--- config.mk ---
export PLATFORM = sky130hd
export DESIGN_NAME = capture_compare_pwm_unit
export DESIGN_NICKNAME = d
export VERILOG_FILES = /design/src/ccp_pkg.sv /design/src/ccp_channel.sv /design/src/capture_compare_pwm_unit.sv
export SDC_FILE = /design/constraint.sdc
export NUM_CORES = 1
export LEC_CHECK = 0
export ABC_AREA = 0
export BUFFER_PORTS_ARGS = -buffer_cell sky130_fd_sc_hd__buf_2
export CORE_MARGIN = 4
export CORE_UTILIZATION = 45
export CTS_CLUSTER_DIAMETER = 40
export DETAILED_ROUTE_END_ITERATION = 8
export HOLD_SLACK_MARGIN = 0.1
export SLEW_MARGIN = 20
export SYNTH_ARGS = -nofsm -noshare
export SYNTH_HDL_FRONTEND = slang
export SYNTH_SLANG_ARGS = --single-unit
--- constraint.sdc ---
create_clock -name clk_i -period 7.4 [get_ports clk_i]
set_clock_uncertainty 0.15 [all_clocks]
set_input_delay 0.74 -clock clk_i [delete_from_list [all_inputs] [get_ports clk_i]]
set_output_delay 0.74 -clock clk_i [all_outputs]
set_load 0.01 [all_outputs]
--- src/ccp_pkg.sv ---
package ccp_pkg;

  // ****************************************
  // Register map (word index, byte = 4*index)
  // ****************************************
  localparam int NUM_CH = 4;
  localparam int ADDR_W = 4;
  // Per channel: control at 2*ch, data at 2*ch+1
  localparam logic [ADDR_W-1:0] CTRL_BASE_IDX = 4'h0;
  localparam logic [ADDR_W-1:0] TSEL_IDX = 4'h8;
  localparam logic [ADDR_W-1:0] FLAG_IDX = 4'h9;
  localparam logic [ADDR_W-1:0] MSGSEL_IDX = 4'ha;

  // ****************************************
  // Control register layout
  // ****************************************
  localparam int MODE_LSB = 0;
  localparam int MODE_W = 4;
  localparam int DUTY_LOW_LSB = 4;
  localparam int DUTY_LOW_W = 2;
  localparam int CTRL_W = 6;
  localparam logic [7:0] CTRL_RESET = 8'h00;
  localparam int TSEL_W = 2;
  localparam int NUM_TIMERS = 4;

  // ****************************************
  // Mode codes
  // ****************************************
  localparam logic [3:0] MODE_OFF = 4'h0;
  localparam logic [3:0] MODE_CMP_TOGGLE = 4'h2;
  localparam logic [3:0] MODE_CAP_FALL = 4'h4;
  localparam logic [3:0] MODE_CAP_RISE = 4'h5;
  localparam logic [3:0] MODE_CAP_RISE4 = 4'h6;
  localparam logic [3:0] MODE_CAP_RISE16 = 4'h7;
  localparam logic [3:0] MODE_CMP_SET_HI = 4'h8;
  localparam logic [3:0] MODE_CMP_SET_LO = 4'h9;
  localparam logic [3:0] MODE_CMP_SOFT = 4'ha;
  localparam logic [3:0] MODE_CMP_TRIG = 4'hb;
  localparam logic [1:0] MODE_PWM_TOP = 2'h3;

  localparam int PRESCALE_4 = 4;
  localparam int PRESCALE_16 = 16;
  localparam int PWM_W = 10;

endpackage

--- src/ccp_channel.sv ---
`timescale 1ns/10ps
module ccp_channel #(
  parameter int TIMER_W = 16
) (
  // Clock and reset
  input wire logic clk_i,
  input wire logic rstn_i,
  // Configuration
  input wire logic [3:0] mode_i,
  input wire logic [1:0] duty_low_bits_i,
  input wire logic [TIMER_W-1:0] data_wr_i,
  input wire logic data_we_i,
  input wire logic flag_clr_i,
  // Capture source, timer
  input wire logic src_sync_i,
  input wire logic msg_sel_i,
  input wire logic msg_evt_i,
  input wire logic [TIMER_W-1:0] timer_i,
  input wire logic [ccp_pkg::PWM_W-1:0] pwm_cnt_i,
  // Results
  output logic [TIMER_W-1:0] data_o,
  output logic flag_o,
  output logic pin_o,
  output logic pin_oe_o,
  output logic trig_o
);

  logic [TIMER_W-1:0] data_r;
  logic flag_r;
  logic pin_r;
  logic pin_oe_r;
  logic trig_r;
  logic src_d_r;
  logic [3:0] pre_r;
  logic [3:0] mode_d_r;
  logic rise;
  logic fall;
  logic edge_evt;
  logic cap_evt;
  logic match;
  logic is_cmp;
  logic pwm_mode;
  logic [ccp_pkg::PWM_W-1:0] duty;
  logic entered;

  assign rise = src_sync_i & ~src_d_r;
  assign fall = ~src_sync_i & src_d_r;
  assign edge_evt = msg_sel_i ? msg_evt_i : (mode_i == ccp_pkg::MODE_CAP_FALL ? fall : rise);
  assign pwm_mode = mode_i[3:2] == ccp_pkg::MODE_PWM_TOP;
  assign is_cmp = mode_i == ccp_pkg::MODE_CMP_TOGGLE || (mode_i[3] && !pwm_mode);
  assign match = is_cmp && timer_i == data_r;
  assign entered = mode_i != mode_d_r;
  assign duty = {data_r[7:0], duty_low_bits_i};

  always_comb begin
    cap_evt = 1'b0;
    case (mode_i)
      ccp_pkg::MODE_CAP_FALL: cap_evt = edge_evt;
      ccp_pkg::MODE_CAP_RISE: cap_evt = edge_evt;
      ccp_pkg::MODE_CAP_RISE4: cap_evt = edge_evt && pre_r == 4'(ccp_pkg::PRESCALE_4 - 1);
      ccp_pkg::MODE_CAP_RISE16: cap_evt = edge_evt && pre_r == 4'(ccp_pkg::PRESCALE_16 - 1);
      default: cap_evt = 1'b0;
    endcase
  end

  always_ff @(posedge clk_i or negedge rstn_i) begin
    if (!rstn_i) begin
      src_d_r <= 1'b0;
      mode_d_r <= 4'h0;
    end else begin
      src_d_r <= src_sync_i;
      mode_d_r <= mode_i;
    end
  end

  // Prescaler restarts on any mode change
  always_ff @(posedge clk_i or negedge rstn_i) begin
    if (!rstn_i) begin
      pre_r <= 4'h0;
    end else if (mode_i == ccp_pkg::MODE_OFF || entered) begin
      pre_r <= 4'h0;
    end else if (cap_evt) begin
      pre_r <= 4'h0;
    end else if (edge_evt) begin
      pre_r <= pre_r + 4'h1;
    end
  end

  always_ff @(posedge clk_i or negedge rstn_i) begin
    if (!rstn_i) begin
      data_r <= '0;
    end else if (cap_evt) begin
      data_r <= timer_i;
    end else if (data_we_i) begin
      data_r <= data_wr_i;
    end
  end

  // Set wins over a clear in the same cycle
  always_ff @(posedge clk_i or negedge rstn_i) begin
    if (!rstn_i) begin
      flag_r <= 1'b0;
    end else if (cap_evt || match) begin
      flag_r <= 1'b1;
    end else if (flag_clr_i) begin
      flag_r <= 1'b0;
    end
  end

  always_ff @(posedge clk_i or negedge rstn_i) begin
    if (!rstn_i) begin
      pin_r <= 1'b0;
      pin_oe_r <= 1'b0;
      trig_r <= 1'b0;
    end else begin
      trig_r <= match && mode_i == ccp_pkg::MODE_CMP_TRIG;
      pin_oe_r <= is_cmp && mode_i != ccp_pkg::MODE_CMP_SOFT && mode_i != ccp_pkg::MODE_CMP_TRIG
                  || pwm_mode;
      case (mode_i)
        ccp_pkg::MODE_CMP_TOGGLE: pin_r <= match ? ~pin_r : pin_r;
        ccp_pkg::MODE_CMP_SET_HI: pin_r <= entered ? 1'b0 : (match ? 1'b1 : pin_r);
        ccp_pkg::MODE_CMP_SET_LO: pin_r <= entered ? 1'b1 : (match ? 1'b0 : pin_r);
        default: pin_r <= pwm_mode ? (pwm_cnt_i < duty) : 1'b0;
      endcase
    end
  end

  assign data_o = data_r;
  assign flag_o = flag_r;
  assign pin_o = pin_r;
  assign pin_oe_o = pin_oe_r;
  assign trig_o = trig_r;

endmodule // ccp_channel

--- src/capture_compare_pwm_unit.sv ---
`timescale 1ns/10ps
// Notes on behaviour
// - Four identical capture compare PWM channels
// - One 16-bit data register per channel
// - PWM mode 11xx, duty low bits ctrl[5:4]
// - Duty upper eight bits from data low byte
// - Mode zero disables channel and clears prescaler, keeps data and flag
// - Mode 0010 toggles pin, sets flag
// - Mode 0100 captures every falling edge
// - Mode 0101 captures every rising edge
// - Mode 0110 captures every fourth event
// - Mode 0111 captures every sixteenth event
// - Mode 1000 pin low, match forces high
// - Mode 1001 pin high, match forces low
// - Mode 1010 match only sets flag
// - Mode 1011 match resets timer, flag
// - Trigger never starts a conversion
// - Channel zero may capture message events
// - Control bits 31:6 read zero, others r/w
// - Timer chosen by selection register
module capture_compare_pwm_unit #(
  parameter int NUM_CH = ccp_pkg::NUM_CH,
  parameter int TIMER_W = 16
) (
  // Clock and reset
  input wire logic clk_i,
  input wire logic rstn_i,
  // Avalon-MM slave
  input wire logic [ccp_pkg::ADDR_W+1:0] avs_address_i,
  input wire logic avs_read_i,
  input wire logic avs_write_i,
  input wire logic [31:0] avs_writedata_i,
  input wire logic [3:0] avs_byteenable_i,
  output logic [31:0] avs_readdata_o,
  output logic avs_waitrequest_o,
  // Timers and message event
  input wire logic [ccp_pkg::NUM_TIMERS*TIMER_W-1:0] timers_i,
  input wire logic msg_rx_i,
  // Channel pins
  input wire logic [NUM_CH-1:0] channel_pin_i,
  output logic [NUM_CH-1:0] channel_pin_o,
  output logic [NUM_CH-1:0] channel_pin_oe_o,
  // Timer reset triggers, one per timer
  output logic [ccp_pkg::NUM_TIMERS-1:0] timer_reset_o
);

  // ****************************************
  // Registers
  // ****************************************
  logic [ccp_pkg::CTRL_W-1:0] ctrl_r [NUM_CH];
  logic [NUM_CH*ccp_pkg::TSEL_W-1:0] timer_select_reg_r;
  logic msg_timestamp_select_r;
  logic [NUM_CH-1:0] pin_s1_r;
  logic [NUM_CH-1:0] pin_s2_r;
  logic msg_s1_r;
  logic msg_s2_r;
  logic msg_d_r;
  logic [31:0] rdata_r;
  logic ack_r;
  logic wait_r;
  logic [ccp_pkg::NUM_TIMERS-1:0] trst_r;
  logic [ccp_pkg::PWM_W-1:0] pwm_cnt_r;

  logic [TIMER_W-1:0] ch_data [NUM_CH];
  logic [NUM_CH-1:0] ch_flag;
  logic [NUM_CH-1:0] ch_pin;
  logic [NUM_CH-1:0] ch_oe;
  logic [NUM_CH-1:0] ch_trig;
  logic [NUM_CH-1:0] data_we;
  logic [NUM_CH-1:0] flag_clr;
  logic [ccp_pkg::ADDR_W-1:0] idx;
  logic req;
  logic wr;
  logic msg_evt;

  assign idx = avs_address_i[ccp_pkg::ADDR_W+1:2];
  assign req = (avs_read_i | avs_write_i) & ~ack_r;
  // Writes land only at the edge where waitrequest is sampled low
  assign wr = avs_write_i & ack_r;
  assign msg_evt = msg_s2_r & ~msg_d_r;

  function automatic logic [ccp_pkg::TSEL_W-1:0] tsel_of(input int ch,
      input logic [NUM_CH*ccp_pkg::TSEL_W-1:0] v);
    tsel_of = v[ch*ccp_pkg::TSEL_W +: ccp_pkg::TSEL_W];
  endfunction

  // ****************************************
  // Input synchronisers
  // ****************************************
  always_ff @(posedge clk_i or negedge rstn_i) begin
    if (!rstn_i) begin
      pin_s1_r <= '0;
      pin_s2_r <= '0;
      msg_s1_r <= 1'b0;
      msg_s2_r <= 1'b0;
      msg_d_r <= 1'b0;
    end else begin
      pin_s1_r <= channel_pin_i;
      pin_s2_r <= pin_s1_r;
      msg_s1_r <= msg_rx_i;
      msg_s2_r <= msg_s1_r;
      msg_d_r <= msg_s2_r;
    end
  end

  // Free-running 10-bit PWM time base
  always_ff @(posedge clk_i or negedge rstn_i) begin
    if (!rstn_i) begin
      pwm_cnt_r <= '0;
    end else begin
      pwm_cnt_r <= pwm_cnt_r + 10'h001;
    end
  end

  // ****************************************
  // Register writes
  // ****************************************
  always_ff @(posedge clk_i or negedge rstn_i) begin
    if (!rstn_i) begin
      for (int c = 0; c < NUM_CH; c++) begin
        ctrl_r[c] <= ccp_pkg::CTRL_RESET[ccp_pkg::CTRL_W-1:0];
      end
      timer_select_reg_r <= '0;
      msg_timestamp_select_r <= 1'b0;
    end else if (wr && avs_byteenable_i[0]) begin
      for (int c = 0; c < NUM_CH; c++) begin
        if (idx == ccp_pkg::CTRL_BASE_IDX + 4'(2 * c)) begin
          ctrl_r[c] <= avs_writedata_i[ccp_pkg::CTRL_W-1:0];
        end
      end
      if (idx == ccp_pkg::TSEL_IDX) begin
        timer_select_reg_r <= avs_writedata_i[NUM_CH*ccp_pkg::TSEL_W-1:0];
      end
      if (idx == ccp_pkg::MSGSEL_IDX) begin
        msg_timestamp_select_r <= avs_writedata_i[0];
      end
    end
  end

  always_comb begin
    data_we = '0;
    flag_clr = '0;
    for (int c = 0; c < NUM_CH; c++) begin
      data_we[c] = wr && idx == ccp_pkg::CTRL_BASE_IDX + 4'(2 * c + 1);
      // Write one to clear
      flag_clr[c] = wr && idx == ccp_pkg::FLAG_IDX && avs_writedata_i[c];
    end
  end

  // ****************************************
  // Channels
  // ****************************************
  // four identical channels
  for (genvar g = 0; g < NUM_CH; g++) begin : g_ch
    ccp_channel #(
      .TIMER_W(TIMER_W)
    ) u_ch (
      .clk_i(clk_i),
      .rstn_i(rstn_i),
      .mode_i(ctrl_r[g][ccp_pkg::MODE_LSB +: ccp_pkg::MODE_W]),
      .duty_low_bits_i(ctrl_r[g][ccp_pkg::DUTY_LOW_LSB +: ccp_pkg::DUTY_LOW_W]),
      .data_wr_i(avs_writedata_i[TIMER_W-1:0]),
      .data_we_i(data_we[g]),
      .flag_clr_i(flag_clr[g]),
      .src_sync_i(pin_s2_r[g]),
      .msg_sel_i(g == 0 ? msg_timestamp_select_r : 1'b0),
      .msg_evt_i(msg_evt),
      .timer_i(timers_i[tsel_of(g, timer_select_reg_r)*TIMER_W +: TIMER_W]),
      .pwm_cnt_i(pwm_cnt_r),
      .data_o(ch_data[g]),
      .flag_o(ch_flag[g]),
      .pin_o(ch_pin[g]),
      .pin_oe_o(ch_oe[g]),
      .trig_o(ch_trig[g])
    );
  end

  always_ff @(posedge clk_i or negedge rstn_i) begin
    if (!rstn_i) begin
      trst_r <= '0;
    end else begin
      for (int t = 0; t < ccp_pkg::NUM_TIMERS; t++) begin
        trst_r[t] <= 1'b0;
        for (int c = 0; c < NUM_CH; c++) begin
          if (ch_trig[c] && int'(tsel_of(c, timer_select_reg_r)) == t) begin
            trst_r[t] <= 1'b1;
          end
        end
      end
    end
  end

  // ****************************************
  // Read path, one wait cycle
  // ****************************************
  always_ff @(posedge clk_i or negedge rstn_i) begin
    if (!rstn_i) begin
      ack_r <= 1'b0;
      wait_r <= 1'b1;
      rdata_r <= '0;
    end else begin
      ack_r <= req;
      // Kept as its own flop so the port comes straight from a register
      wait_r <= ~req;
      rdata_r <= '0;
      if (req && avs_read_i) begin
        for (int c = 0; c < NUM_CH; c++) begin
          if (idx == ccp_pkg::CTRL_BASE_IDX + 4'(2 * c)) begin
            rdata_r <= {26'h0, ctrl_r[c]};
          end
          if (idx == ccp_pkg::CTRL_BASE_IDX + 4'(2 * c + 1)) begin
            rdata_r <= {16'h0, ch_data[c]};
          end
        end
        if (idx == ccp_pkg::TSEL_IDX) begin
          rdata_r <= {24'h0, timer_select_reg_r};
        end
        if (idx == ccp_pkg::FLAG_IDX) begin
          rdata_r <= {28'h0, ch_flag};
        end
        if (idx == ccp_pkg::MSGSEL_IDX) begin
          rdata_r <= {31'h0, msg_timestamp_select_r};
        end
      end
    end
  end

  assign avs_waitrequest_o = wait_r;
  assign avs_readdata_o = rdata_r;
  assign channel_pin_o = ch_pin;
  assign channel_pin_oe_o = ch_oe;
  assign timer_reset_o = trst_r;

endmodule // capture_compare_pwm_unit

# Yosys cells after proc, flatten, opt, wreduce, memory -nomap -nowiden
# Index checks and enable logic that the tools add are counted.
[word_totals] out_inout_bits=45 regBits=208 inputBits=115 wordCells=385 ramBits=0 latchBits=0 memories=0 rom_bits=0
[classes] div=0 n_lt_le_gt_ge=4 n_mul=0 shifts=4 eq_ne=94 muxes=93 n_reduce_logical=110 add_sub_neg=5 bitwise=27
[ops] cell="32-bit two-way mux" n=9
[ops] cell="64-bit by 7-bit indexed part select with 16-bit output" n=4
[ops] cell="16-bit two-way mux" n=10
[ops] cell="4-bit by 3-bit == test with 1-bit output, second input constant" n=20
[ops] cell="4-bit == test, second input constant" n=19
[ops] cell="16-bit == test" n=4
[ops] cell="1-bit logical AND" n=55
[ops] cell="1-bit two-way mux" n=53
[ops] cell="4-bit two-way mux" n=12
[ops] cell="4-bit by 2-bit == test with 1-bit output, second input constant" n=10
[ops] cell="10-bit less-than comparator" n=4
[ops] cell="4-bit != test, second input constant" n=8
[ops] cell="2-bit == test, second input constant" n=12
[ops] cell="3-bit by 1-bit != test with 1-bit output, second input constant" n=8
[ops] cell="1-bit one-hot mux with 3 select lines" n=8
[ops] cell="4-bit zero test" n=5
[ops] cell="4-bit by 1-bit adder with 4-bit output, second input constant" n=4
[ops] cell="1-bit logical OR" n=16
[ops] cell="4-bit != test" n=4
[ops] cell="2-bit nonzero test" n=8
[ops] cell="1-bit inverter" n=15
[ops] cell="2-bit AND reduction" n=6
[ops] cell="3-bit AND reduction" n=4
[ops] cell="3-bit nonzero test" n=4
[ops] cell="other kinds (10)" n=35

# Depth between registers and ports, before layout
# Gate-level depths: netlist of run 1.
[logic_depth] ltp_word=13 depth_mapped=9 mapped_depth_nobuf=8

# By module
# From an unflattened synthesis of run 1, not the netlist that was laid out.
[hier_totals] hier_cells=1200 area_unflattened_um2=13151.4
[by_module_without_submodules] module="ccp_channel" instances=4 seq_area_each_um2=725.7 cells_each=191 area_each_um2=1950.6
[by_module_without_submodules] module="capture_compare_pwm_unit" instances=1 seq_area_each_um2=1903.1 cells_each=436 area_each_um2=5348.9

# Worst setup path after synthesis of run 1
# Ideal clock, no wire load.
[synth_path] path_kind="input-to-reg" startpoint="in avs_address_i[5] in the netlist's numbering" endpoint="reg g_ch[3].u_ch.data_r[2]" t_required_ns=7.130 setup_time_ns=0.120 path_buffers=2 t_arrival_ns=2.370 setup_slack_ns=4.760 stages=8 path_cell_list="clkbuf_1 -> inv_1 -> nand2_1 -> nor3_1 -> clkbuf_1 -> mux2i_1 -> nor2_1 -> a31o_2"
[synth_between] elab_chain_len=3
[synth_lines] item="start, declared" line="capture_compare_pwm_unit.sv:29" rtl="input wire logic [ccp_pkg::ADDR_W+1:0] avs_address_i,"
[synth_lines] item="4-bit by 3-bit == test with 1-bit output" line="capture_compare_pwm_unit.sv:144" rtl="data_we[c] = wr && idx == ccp_pkg::CTRL_BASE_IDX + 4'(2 * c + 1);"
[synth_lines] item="1-bit logical AND" line="capture_compare_pwm_unit.sv:144"
[synth_lines] item="2-bit nonzero test (no source line)"
[synth_lines] item="end signal, assigned" line="ccp_channel.sv:93" rtl="data_r <= timer_i;"
[synth_lines] item="end signal, assigned" line="ccp_channel.sv:95" rtl="data_r <= data_wr_i;"
[synth_lines] item="end, declared" line="ccp_channel.sv:28" rtl="logic [TIMER_W-1:0] data_r;"
# Every way passes these cells.
# A chain may end at the register's enable or synchronous reset.

# Worst setup path after layout of run 1
[layout_path] startpoint="reg timer_select_reg_r[7] in the netlist's numbering" endpoint="reg g_ch[3].u_ch.trig_r"
[layout_between] elab_chain_len=4
[layout_lines] item="start, declared" line="capture_compare_pwm_unit.sv:51" rtl="logic [NUM_CH*ccp_pkg::TSEL_W-1:0] timer_select_reg_r;"
[layout_lines] item="start signal, assigned" line="capture_compare_pwm_unit.sv:132" rtl="timer_select_reg_r <= avs_writedata_i[NUM_CH*ccp_pkg::TSEL_W-1:0];"
[layout_lines] item="64-bit by 7-bit indexed part select with 16-bit output" line="capture_compare_pwm_unit.sv:168" rtl=".timer_i(timers_i[tsel_of(g, timer_select_reg_r)*TIMER_W +: TIMER_W]),"
[layout_lines] item="16-bit == test" line="ccp_channel.sv:51" rtl="assign match = is_cmp && timer_i == data_r;"
[layout_lines] item="1-bit logical AND" line="ccp_channel.sv:51"
[layout_lines] item="1-bit logical AND" line="ccp_channel.sv:116" rtl="trig_r <= match && mode_i == ccp_pkg::MODE_CMP_TRIG;"
[layout_lines] item="end signal, assigned" line="ccp_channel.sv:116"
[layout_lines] item="end, declared" line="ccp_channel.sv:32" rtl="logic trig_r;"
# Every way passes these cells.

==> qor.tcl, run 1 <==
set qor(status) {finished clean}
set qor(timing.final.crit_share_pct) 45.5
set qor(grt_pass1_wl_um) 60900
set qor(detail_route.vias_per_cell) 6.08
set qor(yosys_warnings) 0
set qor(synth_area_sq_um) 12800
set qor(worst_skew_pair.late_latency_ns) 0.47
set qor(worstPathArrival_ns) 3.62
set qor(chipHeight_um) 177
set qor(cts.clk_slew.worst_paths_ns) 0.10
set qor(type_of_the_most_critical_hold_path) {input port to async pin}
set qor(place_area_sq_um) 13600
set qor(std_cell_rows) 61
set qor(cts-htree-levels) 4
set qor(gr-total-overflow) 0
set qor(layout-area-overhead-vs-synth_pct) 11.1
set qor(critical_path.max_stage_delay_ns) 0.92
set qor(critical_path.max_fanout) 16
set qor(power_per_cell_area_nw_per_um2) 286
set qor(cts_sinks) 192
set qor(timing.critical_path.to_type) {flop}
set qor(avgRoutedWirePerCell_um) 24.1
set qor(gp_congestion) 0.946
set qor(synth.area.top_cells) {sky130_fd_sc_hd__dfrtp_1 (37%), sky130_fd_sc_hd__mux4_2 (7.7%), sky130_fd_sc_hd__mux2i_1 (6.4%)}
set qor(vias_in_the_first_global_route) 9575
set qor(global_route_usage_over_all_layers_pct) 26.0
set qor(min_period_ns) 3.36
set qor(finish.net_count) 1454
set qor(slew_headroom_pct) 28.9
set qor(synth.yosys.seq_area_share_pct) 37.5
set qor(finalWorstSetupSlack_ns) 4.04
set qor(post-layout-total-power_mw) 4.07
set qor(max-cap-violations) 0
set qor(final_cell_count_no_fill) 1690
set qor(finalWirelength_um) 40700
set qor(ys_async_sr_fraction_pct) 100
set qor(cts.repair.resized) 0
set qor(design.portCount) 160
set qor(critPathSlowestCell) {sky130_fd_sc_hd__dfrtp_1}
set qor(irDropWorstVdd_mv) 0.184
set qor(tightest_slew_ns) 1.07
set qor(fill_cells) 2611
set qor(worstPathRequired_ns) 7.65
set qor(drt_pre_antenna_iters) 7
set qor(placement.setup.worst_slack_ns) 4.03
set qor(layout.core_utilization_pct) 51.0
set qor(clk_root_buffer_cell) {sky130_fd_sc_hd__clkbuf_16}
set qor(leakage_nw) 6.03
set qor(synth_largest_area_cell) {sky130_fd_sc_hd__dfrtp_1}
set qor(timing_hold_violations_final) 0
set qor(cts.repair_timing.setup_buffer_count) 0
set qor(critical_path_class) {flop to flop}
set qor(drive_gt1_share_pct) 23.0
set qor(antenna_found_initial) 0
set qor(grt_max_degree) 76
set qor(synth-main-ff-cell) {sky130_fd_sc_hd__dfrtp_1}
set qor(syn_area_per_cell_sq_um) 10.5
set qor(design_area_sq_um) 14200
set qor(yosysUniqueCellTypes) 72
set qor(start_kind) {flop}
set qor(max-clock-path-buffers) 2
set qor(drt_drc_violations_left) 0
set qor(netlist.area_leader.share_pct) 37.3
set qor(cts_hold_repair.buffers) 0
set qor(cts_buffers) 17
set qor(dieArea_sq_um) 31300
set qor(place.detailed.instances) 1657
set qor(number_of_enable_type_register_cells_in_the_synthesized_netlist) 0
set qor(port_buffers) 122
set qor(synth_cells) 1222
set qor(tritoncts_clock_tree) {built}
set qor(finalSetupViolCount) 0
set qor(path_cells) {buf_4 > mux2i_1 > mux2_2 > a2111oi_4 > nand4_1 > nor3_2 > and4_1}
set qor(max_freq_mhz) 297
set qor(dr.first_iter.drc_count) 1164
set qor(horizontal_die_dimension_um) 177
set qor(rsz0062_at_grt) {false}
set qor(synth.ff_latch_count) 192
set qor(floorplan.initialDensity_pct) 45.9
set qor(final_number_of_max_transition_violations) 0
set qor(totalNegativeSetupSlack_ns) 0
set qor(core_sq_um) 27900
set qor(dp_hpwl_um) 30200
set qor(postRouteAntennaNets) 0
set qor(fin_hold_ws_ns) 0.0738
set qor(via_count) 10277
cells in the mapped netlist (3+ instances only):
| cell | number |
|---|---|
| sky130_fd_sc_hd__a211o_1 | 3 |
| sky130_fd_sc_hd__a211oi_1 | 14 |
| sky130_fd_sc_hd__a21o_1 | 4 |
| sky130_fd_sc_hd__a21oi_1 | 51 |
| sky130_fd_sc_hd__a221oi_1 | 9 |
| sky130_fd_sc_hd__a22oi_1 | 25 |
| sky130_fd_sc_hd__a31oi_1 | 6 |
| sky130_fd_sc_hd__and3_1 | 7 |
| sky130_fd_sc_hd__and4_1 | 5 |
| sky130_fd_sc_hd__buf_1 | 6 |
| sky130_fd_sc_hd__buf_2 | 21 |
| sky130_fd_sc_hd__buf_4 | 34 |
| sky130_fd_sc_hd__buf_6 | 4 |
| sky130_fd_sc_hd__clkbuf_1 | 34 |
| sky130_fd_sc_hd__dfrtp_1 | 191 |
| sky130_fd_sc_hd__ha_1 | 41 |
| sky130_fd_sc_hd__inv_1 | 48 |
| sky130_fd_sc_hd__mux2_2 | 60 |
| sky130_fd_sc_hd__mux2i_1 | 82 |
| sky130_fd_sc_hd__mux4_1 | 10 |
| sky130_fd_sc_hd__mux4_2 | 44 |
| sky130_fd_sc_hd__nand2_1 | 104 |
| sky130_fd_sc_hd__nand2b_1 | 18 |
| sky130_fd_sc_hd__nand3_1 | 19 |
| sky130_fd_sc_hd__nand3b_1 | 5 |
| sky130_fd_sc_hd__nand4_1 | 18 |
| sky130_fd_sc_hd__nor2_1 | 72 |
| sky130_fd_sc_hd__nor2b_1 | 13 |
| sky130_fd_sc_hd__nor3_1 | 21 |
| sky130_fd_sc_hd__nor3b_1 | 4 |
| sky130_fd_sc_hd__nor4_1 | 7 |
| sky130_fd_sc_hd__nor4_4 | 3 |
| sky130_fd_sc_hd__o2111ai_1 | 4 |
| sky130_fd_sc_hd__o211ai_1 | 6 |
| sky130_fd_sc_hd__o21ai_0 | 64 |
| sky130_fd_sc_hd__o22ai_1 | 6 |
| sky130_fd_sc_hd__o22ai_2 | 4 |
| sky130_fd_sc_hd__o41ai_1 | 4 |
| sky130_fd_sc_hd__or2_2 | 4 |
| sky130_fd_sc_hd__or4b_1 | 3 |
| sky130_fd_sc_hd__xnor2_1 | 68 |
| sky130_fd_sc_hd__xor2_1 | 33 |
area by class of cell:
class                           instances  area (sq um)  area share (%)
Timing Repair Buffer                  141           762            5.35
Antenna cell                            1          2.50          0.0176
Clock buffer                           17           425            2.99
Sequential cell                       192          4810            33.7
Clock inverter                         15           229            1.61
Tap cell                              378           473            3.32
Inverter                               48           180            1.26
Multi-Input combinational cell        898          7370            51.7
logic make-up after synthesis:
logic type      Yosys count  synth area share [%]
xor+xnor                101                  6.90
simple gates            317                  12.5
buf+inv                 147                  5.74
flops                   192                  37.5
other cells               1                0.0292
fa+ha+maj                41                  4.00
compound gates          223                  11.5
mux                     200                  21.9
placed cells by master (no fill, tap or decap), types with 13 or more instances in the layout:
cell,Yosys,final
sky130_fd_sc_hd__nor3_1,21,17
sky130_fd_sc_hd__o21ai_0,64,64
sky130_fd_sc_hd__nand2b_1,18,18
sky130_fd_sc_hd__mux2_2,60,60
sky130_fd_sc_hd__xnor2_1,68,68
sky130_fd_sc_hd__conb_1,1,16
sky130_fd_sc_hd__buf_4,34,19
sky130_fd_sc_hd__a21oi_1,51,51
sky130_fd_sc_hd__mux2i_1,82,82
sky130_fd_sc_hd__dfrtp_1,191,191
sky130_fd_sc_hd__nand4_1,18,18
sky130_fd_sc_hd__ha_1,41,41
sky130_fd_sc_hd__nor2_1,72,72
sky130_fd_sc_hd__nand3_1,19,19
sky130_fd_sc_hd__mux4_2,44,44
sky130_fd_sc_hd__nand2_1,104,104
sky130_fd_sc_hd__inv_1,48,48
sky130_fd_sc_hd__clkbuf_16,0,17
sky130_fd_sc_hd__xor2_1,33,33
sky130_fd_sc_hd__a22oi_1,25,25
sky130_fd_sc_hd__nor2b_1,13,13
sky130_fd_sc_hd__buf_2,21,121
sky130_fd_sc_hd__a211oi_1,14,14
registers in the layout (all words and copies together), names as in the netlist, 4 cells and up:
register,count
pwm_cnt_r,10
g_ch.u_ch.mode_d_r,16
g_ch.u_ch.pin_oe_o,4
g_ch.u_ch.pre_r,16
g_ch.u_ch.src_d_r,4
ctrl_r,24
avs_readdata_o,16
g_ch.u_ch.data_o,64
g_ch.u_ch.trig_o,4
g_ch.u_ch.pin_o,4
timer_reset_o,4
g_ch.u_ch.flag_o,4
pin_s1_r,4
pin_s2_r,4
timer_select_reg_r,8
final timing paths:
kind	cells after the start	startpoint	slack (ns)	end
setup / recovery	7	timer_select_reg_r[7]$_DFFE_PN0P_	4.04	g_ch[3].u_ch.trig_o$_DFF_PN0_
hold / removal	1	rstn_i	0.07	pin_s1_r[1]$_DFF_PN0_
setup reg to reg	7	timer_select_reg_r[7]$_DFFE_PN0P_	4.04	g_ch[3].u_ch.trig_o$_DFF_PN0_
hold reg to reg	0	pin_s1_r[0]$_DFF_PN0_	0.21	pin_s2_r[0]$_DFF_PN0_
max in group asynchronous	2	rstn_i	5.67	g_ch[1].u_ch.data_o[5]$_DFFE_PN0P_
min in group clk_i	0	pin_s1_r[0]$_DFF_PN0_	0.21	pin_s2_r[0]$_DFF_PN0_
report_power, final:
part           internal [mW]  leakage [nW]  switching (mW)
logic                  0.650          3.27           0.762
clock network          0.484         0.315           0.542
registers               1.28          2.44           0.352
critical path, delay by kind of cell, from the launching register on:
kind,cells,cell delay (ns)
flops,1,0.92
simple gates,3,0.79
mux,2,0.69
buf+inv,1,0.39
compound gates,1,0.34
routing by layer:
metal	GRT usage, %	up-vias	share of wire, %	routed length, um
met4	6.61	0	2.0	823
met5	0	-	0	0
met2	39.9	496	46	18800
met1	36.9	5143	43	17500
li1	-	4585	-	-
met3	7.01	53	8.8	3590
Power figures use the tool's default switching activity.
==> run 2: changes to the inputs <==
==> constraint.sdc (replaced) <==
create_clock -name clk_i -period 3.2 [get_ports clk_i]
set_clock_uncertainty 0.15 [all_clocks]
set_input_delay 0.32 -clock clk_i [delete_from_list [all_inputs] [get_ports clk_i]]
set_output_delay 0.32 -clock clk_i [all_outputs]
set_load 0.01 [all_outputs]
==> run 2 against run 1 <==
  * Combinational power up 150%
  * First-iteration DRC count down 14%
  * Non-clock buffer count up 49
  * Maximum frequency up 18%
  * Global-route usage up 0.79 points
  * Largest power group unchanged
==> qor.tcl, run 2 (synthesis results as in run 1) <==
set qor(status) {finished clean}
set qor(grt_max_degree) 88
set qor(design.portCount) 160
set qor(critical_path_class) {flop to flop}
set qor(pwr-share-clk_pct) 24.1
set qor(comb_power_share_pct) 36.8
set qor(dp_hpwl_um) 31100
set qor(totalNegativeSetupSlack_ns) 0
set qor(power_per_cell_area_nw_per_um2) 642
set qor(postRouteAntennaNets) 0
set qor(fin_hold_ws_ns) 0.128
set qor(horizontal_die_dimension_um) 177
set qor(drive_gt1_share_pct) 24.4
set qor(max-clock-path-buffers) 2
set qor(timing.critical_path.to_type) {flop}
set qor(rsz0062_at_grt) {false}
set qor(worst_skew_pair.late_latency_ns) 0.45
set qor(layout-area-overhead-vs-synth_pct) 14.9
set qor(gr-total-overflow) 0
set qor(cts.repair_timing.setup_buffer_count) 0
set qor(core_sq_um) 27900
set qor(start_kind) {flop}
set qor(port_buffers) 122
set qor(cts_buffers) 17
set qor(gp_congestion) 0.950
set qor(tightest_slew_ns) 0.940
set qor(min_period_ns) 2.84
set qor(cts-htree-levels) 4
set qor(cts_sinks) 192
set qor(cts.repair.resized) 0
set qor(finalSetupViolCount) 0
set qor(place_area_sq_um) 13900
set qor(leakage_nw) 6.29
set qor(critPathSlowestCell) {sky130_fd_sc_hd__dfrtp_1}
set qor(timing_hold_violations_final) 0
set qor(floorplan.initialDensity_pct) 45.9
set qor(final_common_cell) {sky130_fd_sc_hd__dfrtp_1}
set qor(chipHeight_um) 177
set qor(tritoncts_clock_tree) {built}
set qor(path_cells) {mux4_2 > xnor2_1 > o311ai_0 > o21bai_1 > o31ai_2 > mux2i_1}
set qor(global_route_usage_over_all_layers_pct) 26.8
set qor(type_of_the_most_critical_hold_path) {input port to flop}
set qor(drt_pre_antenna_iters) 5
set qor(irDropWorstVdd_mv) 0.355
set qor(dr.first_iter.drc_count) 1000
set qor(vias_in_the_first_global_route) 10235
set qor(regToRegStartpoint) {timer_select_reg_r[6]$_DFFE_PN0P_}
set qor(finalWirelength_um) 42100
set qor(antenna-diode-count) 0
set qor(dieArea_sq_um) 31300
set qor(detail_route.vias_per_cell) 6.06
set qor(final_cell_count_no_fill) 1738
set qor(max-cap-violations) 0
set qor(worstPathRequired_ns) 3.43
set qor(largest_register_ffs) 64
set qor(drt_drc_violations_left) 0
set qor(max_freq_mhz) 352
set qor(sequentialPowerShare_pct) 39.1
set qor(slew_headroom_pct) 36.6
set qor(power.share.switching_pct) 40.1
set qor(p_int_mw) 5.66
set qor(worst_hold_path.endpoint) {g_ch[0].u_ch.data_o[9]$_DFFE_PN0P_}
set qor(worst_r2r_path_depth) 6
set qor(critical_path.max_stage_delay_ns) 0.66
set qor(most-common-layout-cells) {sky130_fd_sc_hd__dfrtp_1 (191), sky130_fd_sc_hd__buf_2 (121), sky130_fd_sc_hd__nand2_1 (104), sky130_fd_sc_hd__mux2i_1 (82), sky130_fd_sc_hd__nor2_1 (72)}
set qor(min_from) {avs_writedata_i[9]}
set qor(fill_cells) 2600
set qor(finish.net_count) 1503
set qor(total_switching_power_mw) 3.79
set qor(place.detailed.instances) 1689
set qor(clk_root_buffer_cell) {sky130_fd_sc_hd__clkbuf_16}
set qor(via_count) 10529
set qor(std_cell_rows) 61
set qor(rrSetupSlack_ns) 0.36
set qor(worst_r2r_endpoint) {g_ch[3].u_ch.pin_o$_DFFE_PN0P_}
set qor(final_number_of_max_transition_violations) 0
set qor(grt_pass1_wl_um) 63200
set qor(worstPathArrival_ns) 3.07
set qor(cts.clk_slew.worst_paths_ns) 0.09
set qor(critical_path.max_fanout) 5
set qor(avgRoutedWirePerCell_um) 24.2
set qor(timing.hold.worst_path_depth) 3
set qor(antenna_found_initial) 0
set qor(timing.final.crit_share_pct) 88.9
set qor(design_area_sq_um) 14700
set qor(cts_hold_repair.buffers) 17
set qor(worst_setup_path_startpoint) {timer_select_reg_r[6]$_DFFE_PN0P_}
run 2: cell count changes in the layout (fill, tap and decap cells not counted), sizes merged:
cell,delta
buf,+32
clkinv,+3
diode,-1
dlygate4sd3,+17
inv,-3
run 2: worst max-delay path by stage:
stage / endpoint / slack (ns) / cells after the start
2_1_floorplan: g_ch[2].u_ch.pin_o$_DFFE_PN0P_ / 0.86 / 7
3_3_place_gp: g_ch[3].u_ch.pin_o$_DFFE_PN0P_ / 0.43 / 6
3_5_place_dp: g_ch[3].u_ch.pin_o$_DFFE_PN0P_ / 0.43 / 6
4_1_cts: g_ch[3].u_ch.pin_o$_DFFE_PN0P_ / 0.39 / 6
5_1_grt: g_ch[3].u_ch.pin_o$_DFFE_PN0P_ / 0.25 / 6
6_report: g_ch[3].u_ch.pin_o$_DFFE_PN0P_ / 0.36 / 6
run 2: power by group through the flow:
| stage | Clock (mW) | Combinational (mW) | Sequential (mW) |
|---|---|---|---|
| 6_report | 2.28 | 3.48 | 3.69 |
| 5_1_grt | 2.42 | 3.78 | 3.75 |
| 4_1_cts | 2.32 | 3.47 | 3.67 |
| 3_5_place_dp | 0 | 3.42 | 3.71 |
| 3_3_place_gp | 0 | 3.37 | 3.70 |
| 2_1_floorplan | 0 | 2.50 | 3.41 |
run 2: stage by stage:
step | power [mW] | utilization, % | worst slack [ns]
final | 9.45 | 52.7 | 0.357
after global routing | 9.94 | 52.7 | 0.253
after CTS | 9.45 | 52.7 | 0.391
after detailed placement | 7.13 | 49.9 | 0.428
after global placement | 7.07 | 49.9 | 0.434
after floorplan | 5.91 | - | 0.860
run 2: cell type report:
type | count | area (sq um) | area share (%)
Clock buffer | 17 | 425 | 2.89
Clock inverter | 15 | 204 | 1.38
Inverter | 48 | 180 | 1.22
Multi-Input combinational cell | 898 | 7360 | 49.9
Sequential cell | 192 | 4810 | 32.6
Tap cell | 378 | 473 | 3.21
Timing Repair Buffer | 190 | 1280 | 8.72
run 2: worst max-delay path: cells and delay by family, from the launching register on:
family | cells | cell delay, ns
mux | 2 | 0.80
compound gates | 3 | 0.76
flops | 1 | 0.66
xor+xnor | 1 | 0.39
run 2: per-layer routing:
metal | GRT usage, % | up-vias | share of wire [%] | routed length [um]
met5 | 0 | - | 0 | 0
met4 | 7.67 | 0 | 2.5 | 1040
met3 | 4.83 | 76 | 8.3 | 3510
met2 | 41.6 | 535 | 46 | 19400
met1 | 38.8 | 5253 | 43 | 18200
li1 | - | 4665 | - | -
==> run 3: changes to the inputs <==
--- a/config.mk
+++ b/config.mk
@@ -12,6 +12,7 @@
 export CTS_CLUSTER_DIAMETER = 40
 export DETAILED_ROUTE_END_ITERATION = 8
 export HOLD_SLACK_MARGIN = 0.1
+export PLACE_DENSITY = 0.75
 export SLEW_MARGIN = 20
 export SYNTH_ARGS = -nofsm -noshare
 export SYNTH_HDL_FRONTEND = slang
==> run 3 against run 2 <==
  * Sequential share of layout area rose by 0.11 points
  * Register-to-register slack got worse by 0.04 ns
  * Clock power fell by 4%
  * Sequential cell count did not move
  * Sequential power barely moved
  * Worst hold slack got worse by 0.010 ns
  * Via count rose by 2.8%
  * Count of clock-buffer cells in the layout did not move
  * First-iteration DRC count rose by 50%
  * Global-route usage fell by 1.0 points
  * Setup slack got worse by 0.036 ns
  * Largest cell class unchanged
==> qor.tcl, run 3 (synthesis results as in run 1) <==
set qor(dieArea_sq_um) 31300
set qor(cts_buffers) 17
set qor(antenna-diode-count) 0
set qor(power_per_cell_area_nw_per_um2) 640
set qor(cts.repair.resized) 0
set qor(comb_power_share_pct) 36.9
set qor(layout-area-overhead-vs-synth_pct) 14.5
set qor(pwr-share-clk_pct) 23.5
set qor(vias_in_the_first_global_route) 10514
set qor(drt_drc_violations_left) 0
set qor(type_of_the_most_critical_hold_path) {input port to flop}
set qor(avgRoutedWirePerCell_um) 23.2
set qor(cts.clk_slew.worst_paths_ns) 0.09
set qor(worst_r2r_path_depth) 7
set qor(slew_headroom_pct) 43.2
set qor(max-cap-violations) 0
set qor(irDropWorstVdd_mv) 0.404
set qor(finalSetupViolCount) 0
set qor(total_switching_power_mw) 3.75
set qor(antenna_found_initial) 1
set qor(horizontal_die_dimension_um) 177
set qor(finish.net_count) 1506
set qor(tritoncts_clock_tree) {built}
set qor(start_kind) {flop}
set qor(tightest_slew_ns) 0.841
set qor(most-common-layout-cells) {sky130_fd_sc_hd__dfrtp_1 (191), sky130_fd_sc_hd__buf_2 (121), sky130_fd_sc_hd__nand2_1 (104), sky130_fd_sc_hd__mux2i_1 (82), sky130_fd_sc_hd__nor2_1 (72)}
set qor(clk_root_buffer_cell) {sky130_fd_sc_hd__clkbuf_16}
set qor(via_count) 10825
set qor(sequentialPowerShare_pct) 39.6
set qor(design.portCount) 160
set qor(status) {finished clean}
set qor(cts.repair_timing.setup_buffer_count) 0
set qor(leakage_nw) 6.29
set qor(gp_congestion) 0.978
set qor(detail_route.vias_per_cell) 6.22
set qor(totalNegativeSetupSlack_ns) 0
set qor(std_cell_rows) 61
set qor(power.share.switching_pct) 39.9
set qor(worst_skew_pair.late_latency_ns) 0.46
set qor(max-clock-path-buffers) 2
set qor(global_route_usage_over_all_layers_pct) 25.8
set qor(worstPathArrival_ns) 3.10
set qor(floorplan.initialDensity_pct) 45.9
set qor(p_int_mw) 5.65
set qor(final_common_cell) {sky130_fd_sc_hd__dfrtp_1}
set qor(grt_pass1_wl_um) 61600
set qor(cts_hold_repair.buffers) 12
set qor(gr-total-overflow) 0
set qor(min_period_ns) 2.88
set qor(core_sq_um) 27900
set qor(timing.critical_path.to_type) {flop}
set qor(critical_path_class) {flop to flop}
set qor(rsz0062_at_grt) {false}
set qor(critical_path.max_fanout) 12
set qor(final_number_of_max_transition_violations) 0
set qor(port_buffers) 122
set qor(cts-htree-levels) 4
set qor(max_freq_mhz) 347
set qor(finalWirelength_um) 40500
set qor(drive_gt1_share_pct) 24.9
set qor(timing.hold.worst_path_depth) 3
set qor(postRouteAntennaNets) 0
set qor(timing.final.crit_share_pct) 90.0
set qor(dp_hpwl_um) 30500
set qor(cts_sinks) 192
set qor(grt_max_degree) 88
set qor(largest_register_ffs) 64
set qor(dr.first_iter.drc_count) 1499
set qor(worstPathRequired_ns) 3.42
set qor(chipHeight_um) 177
set qor(drt_pre_antenna_iters) 7
set qor(layout.core_utilization_pct) 52.6
set qor(timing_hold_violations_final) 0
-- run 3: stage by stage --
stage | hold slack (ns) | total power [mW] | setup slack, ns | instances | area, sq um
floorplan | -0.126 | 5.91 | 0.860 | 1237 | 12900
global placement | 0.184 | 7.00 | 0.445 | 1697 | 14000
detailed placement | 0.187 | 7.10 | 0.398 | 1697 | 14000
CTS | 0.105 | 9.31 | 0.348 | 1741 | 14700
global route | 0.124 | 9.82 | 0.190 | 1741 | 14700
finish | 0.118 | 9.39 | 0.320 | 1741 | 14700
-- run 3: worst paths after layout --
path                                              startpoint                             endpoint  slack [ns]
setup / recovery           timer_select_reg_r[7]$_DFFE_PN0P_       g_ch[3].u_ch.pin_o$_DFFE_PN0P_        0.32
min in group asynchronous                             rstn_i  g_ch[1].u_ch.data_o[12]$_DFFE_PN0P_        0.34
hold reg to reg                        pin_s1_r[2]$_DFF_PN0_                pin_s2_r[2]$_DFF_PN0_        0.20
max in group asynchronous                             rstn_i  g_ch[1].u_ch.data_o[10]$_DFFE_PN0P_        1.71
hold / removal                           avs_writedata_i[14]  g_ch[1].u_ch.data_o[14]$_DFFE_PN0P_        0.12
setup reg to reg           timer_select_reg_r[7]$_DFFE_PN0P_       g_ch[3].u_ch.pin_o$_DFFE_PN0P_        0.32
-- run 3: metal layers --
layer | routed length, um | up-vias | global-route usage [%]
li1 | - | 4692 | -
met1 | 15900 | 5322 | 34.9
met2 | 18600 | 679 | 40.3
met3 | 4270 | 132 | 6.02
met4 | 1670 | 0 | 9.99
met5 | 0 | - | 0
-- run 3: power by group through the flow --
stage	combinational, mW	sequential (mW)	clock [mW]
after floorplan	2.50	3.41	0
after global placement	3.30	3.70	0
after detailed placement	3.38	3.72	0
after CTS	3.42	3.68	2.21
after global routing	3.75	3.76	2.31
final	3.47	3.72	2.20
-- run 3: layout make-up --
type	instances	area (sq um)
timing repair buffer	193	1260
clock buffer	17	425
multi-input combinational	898	7360
tap	378	473
inverter	48	180
clock inverter	15	184
fill	2464	13300
sequential	192	4810
-- run 3: worst max-delay path, cell delays in order, from the launching register on --
cell and delay [ns]:
sky130_fd_sc_hd__dfrtp_1 0.78, sky130_fd_sc_hd__buf_4 0.31, sky130_fd_sc_hd__mux2i_1 0.29, sky130_fd_sc_hd__xnor2_1 0.10, sky130_fd_sc_hd__a221oi_1 0.39, sky130_fd_sc_hd__o2111ai_1 0.25, sky130_fd_sc_hd__o31ai_2 0.32, sky130_fd_sc_hd__mux2i_1 0.21
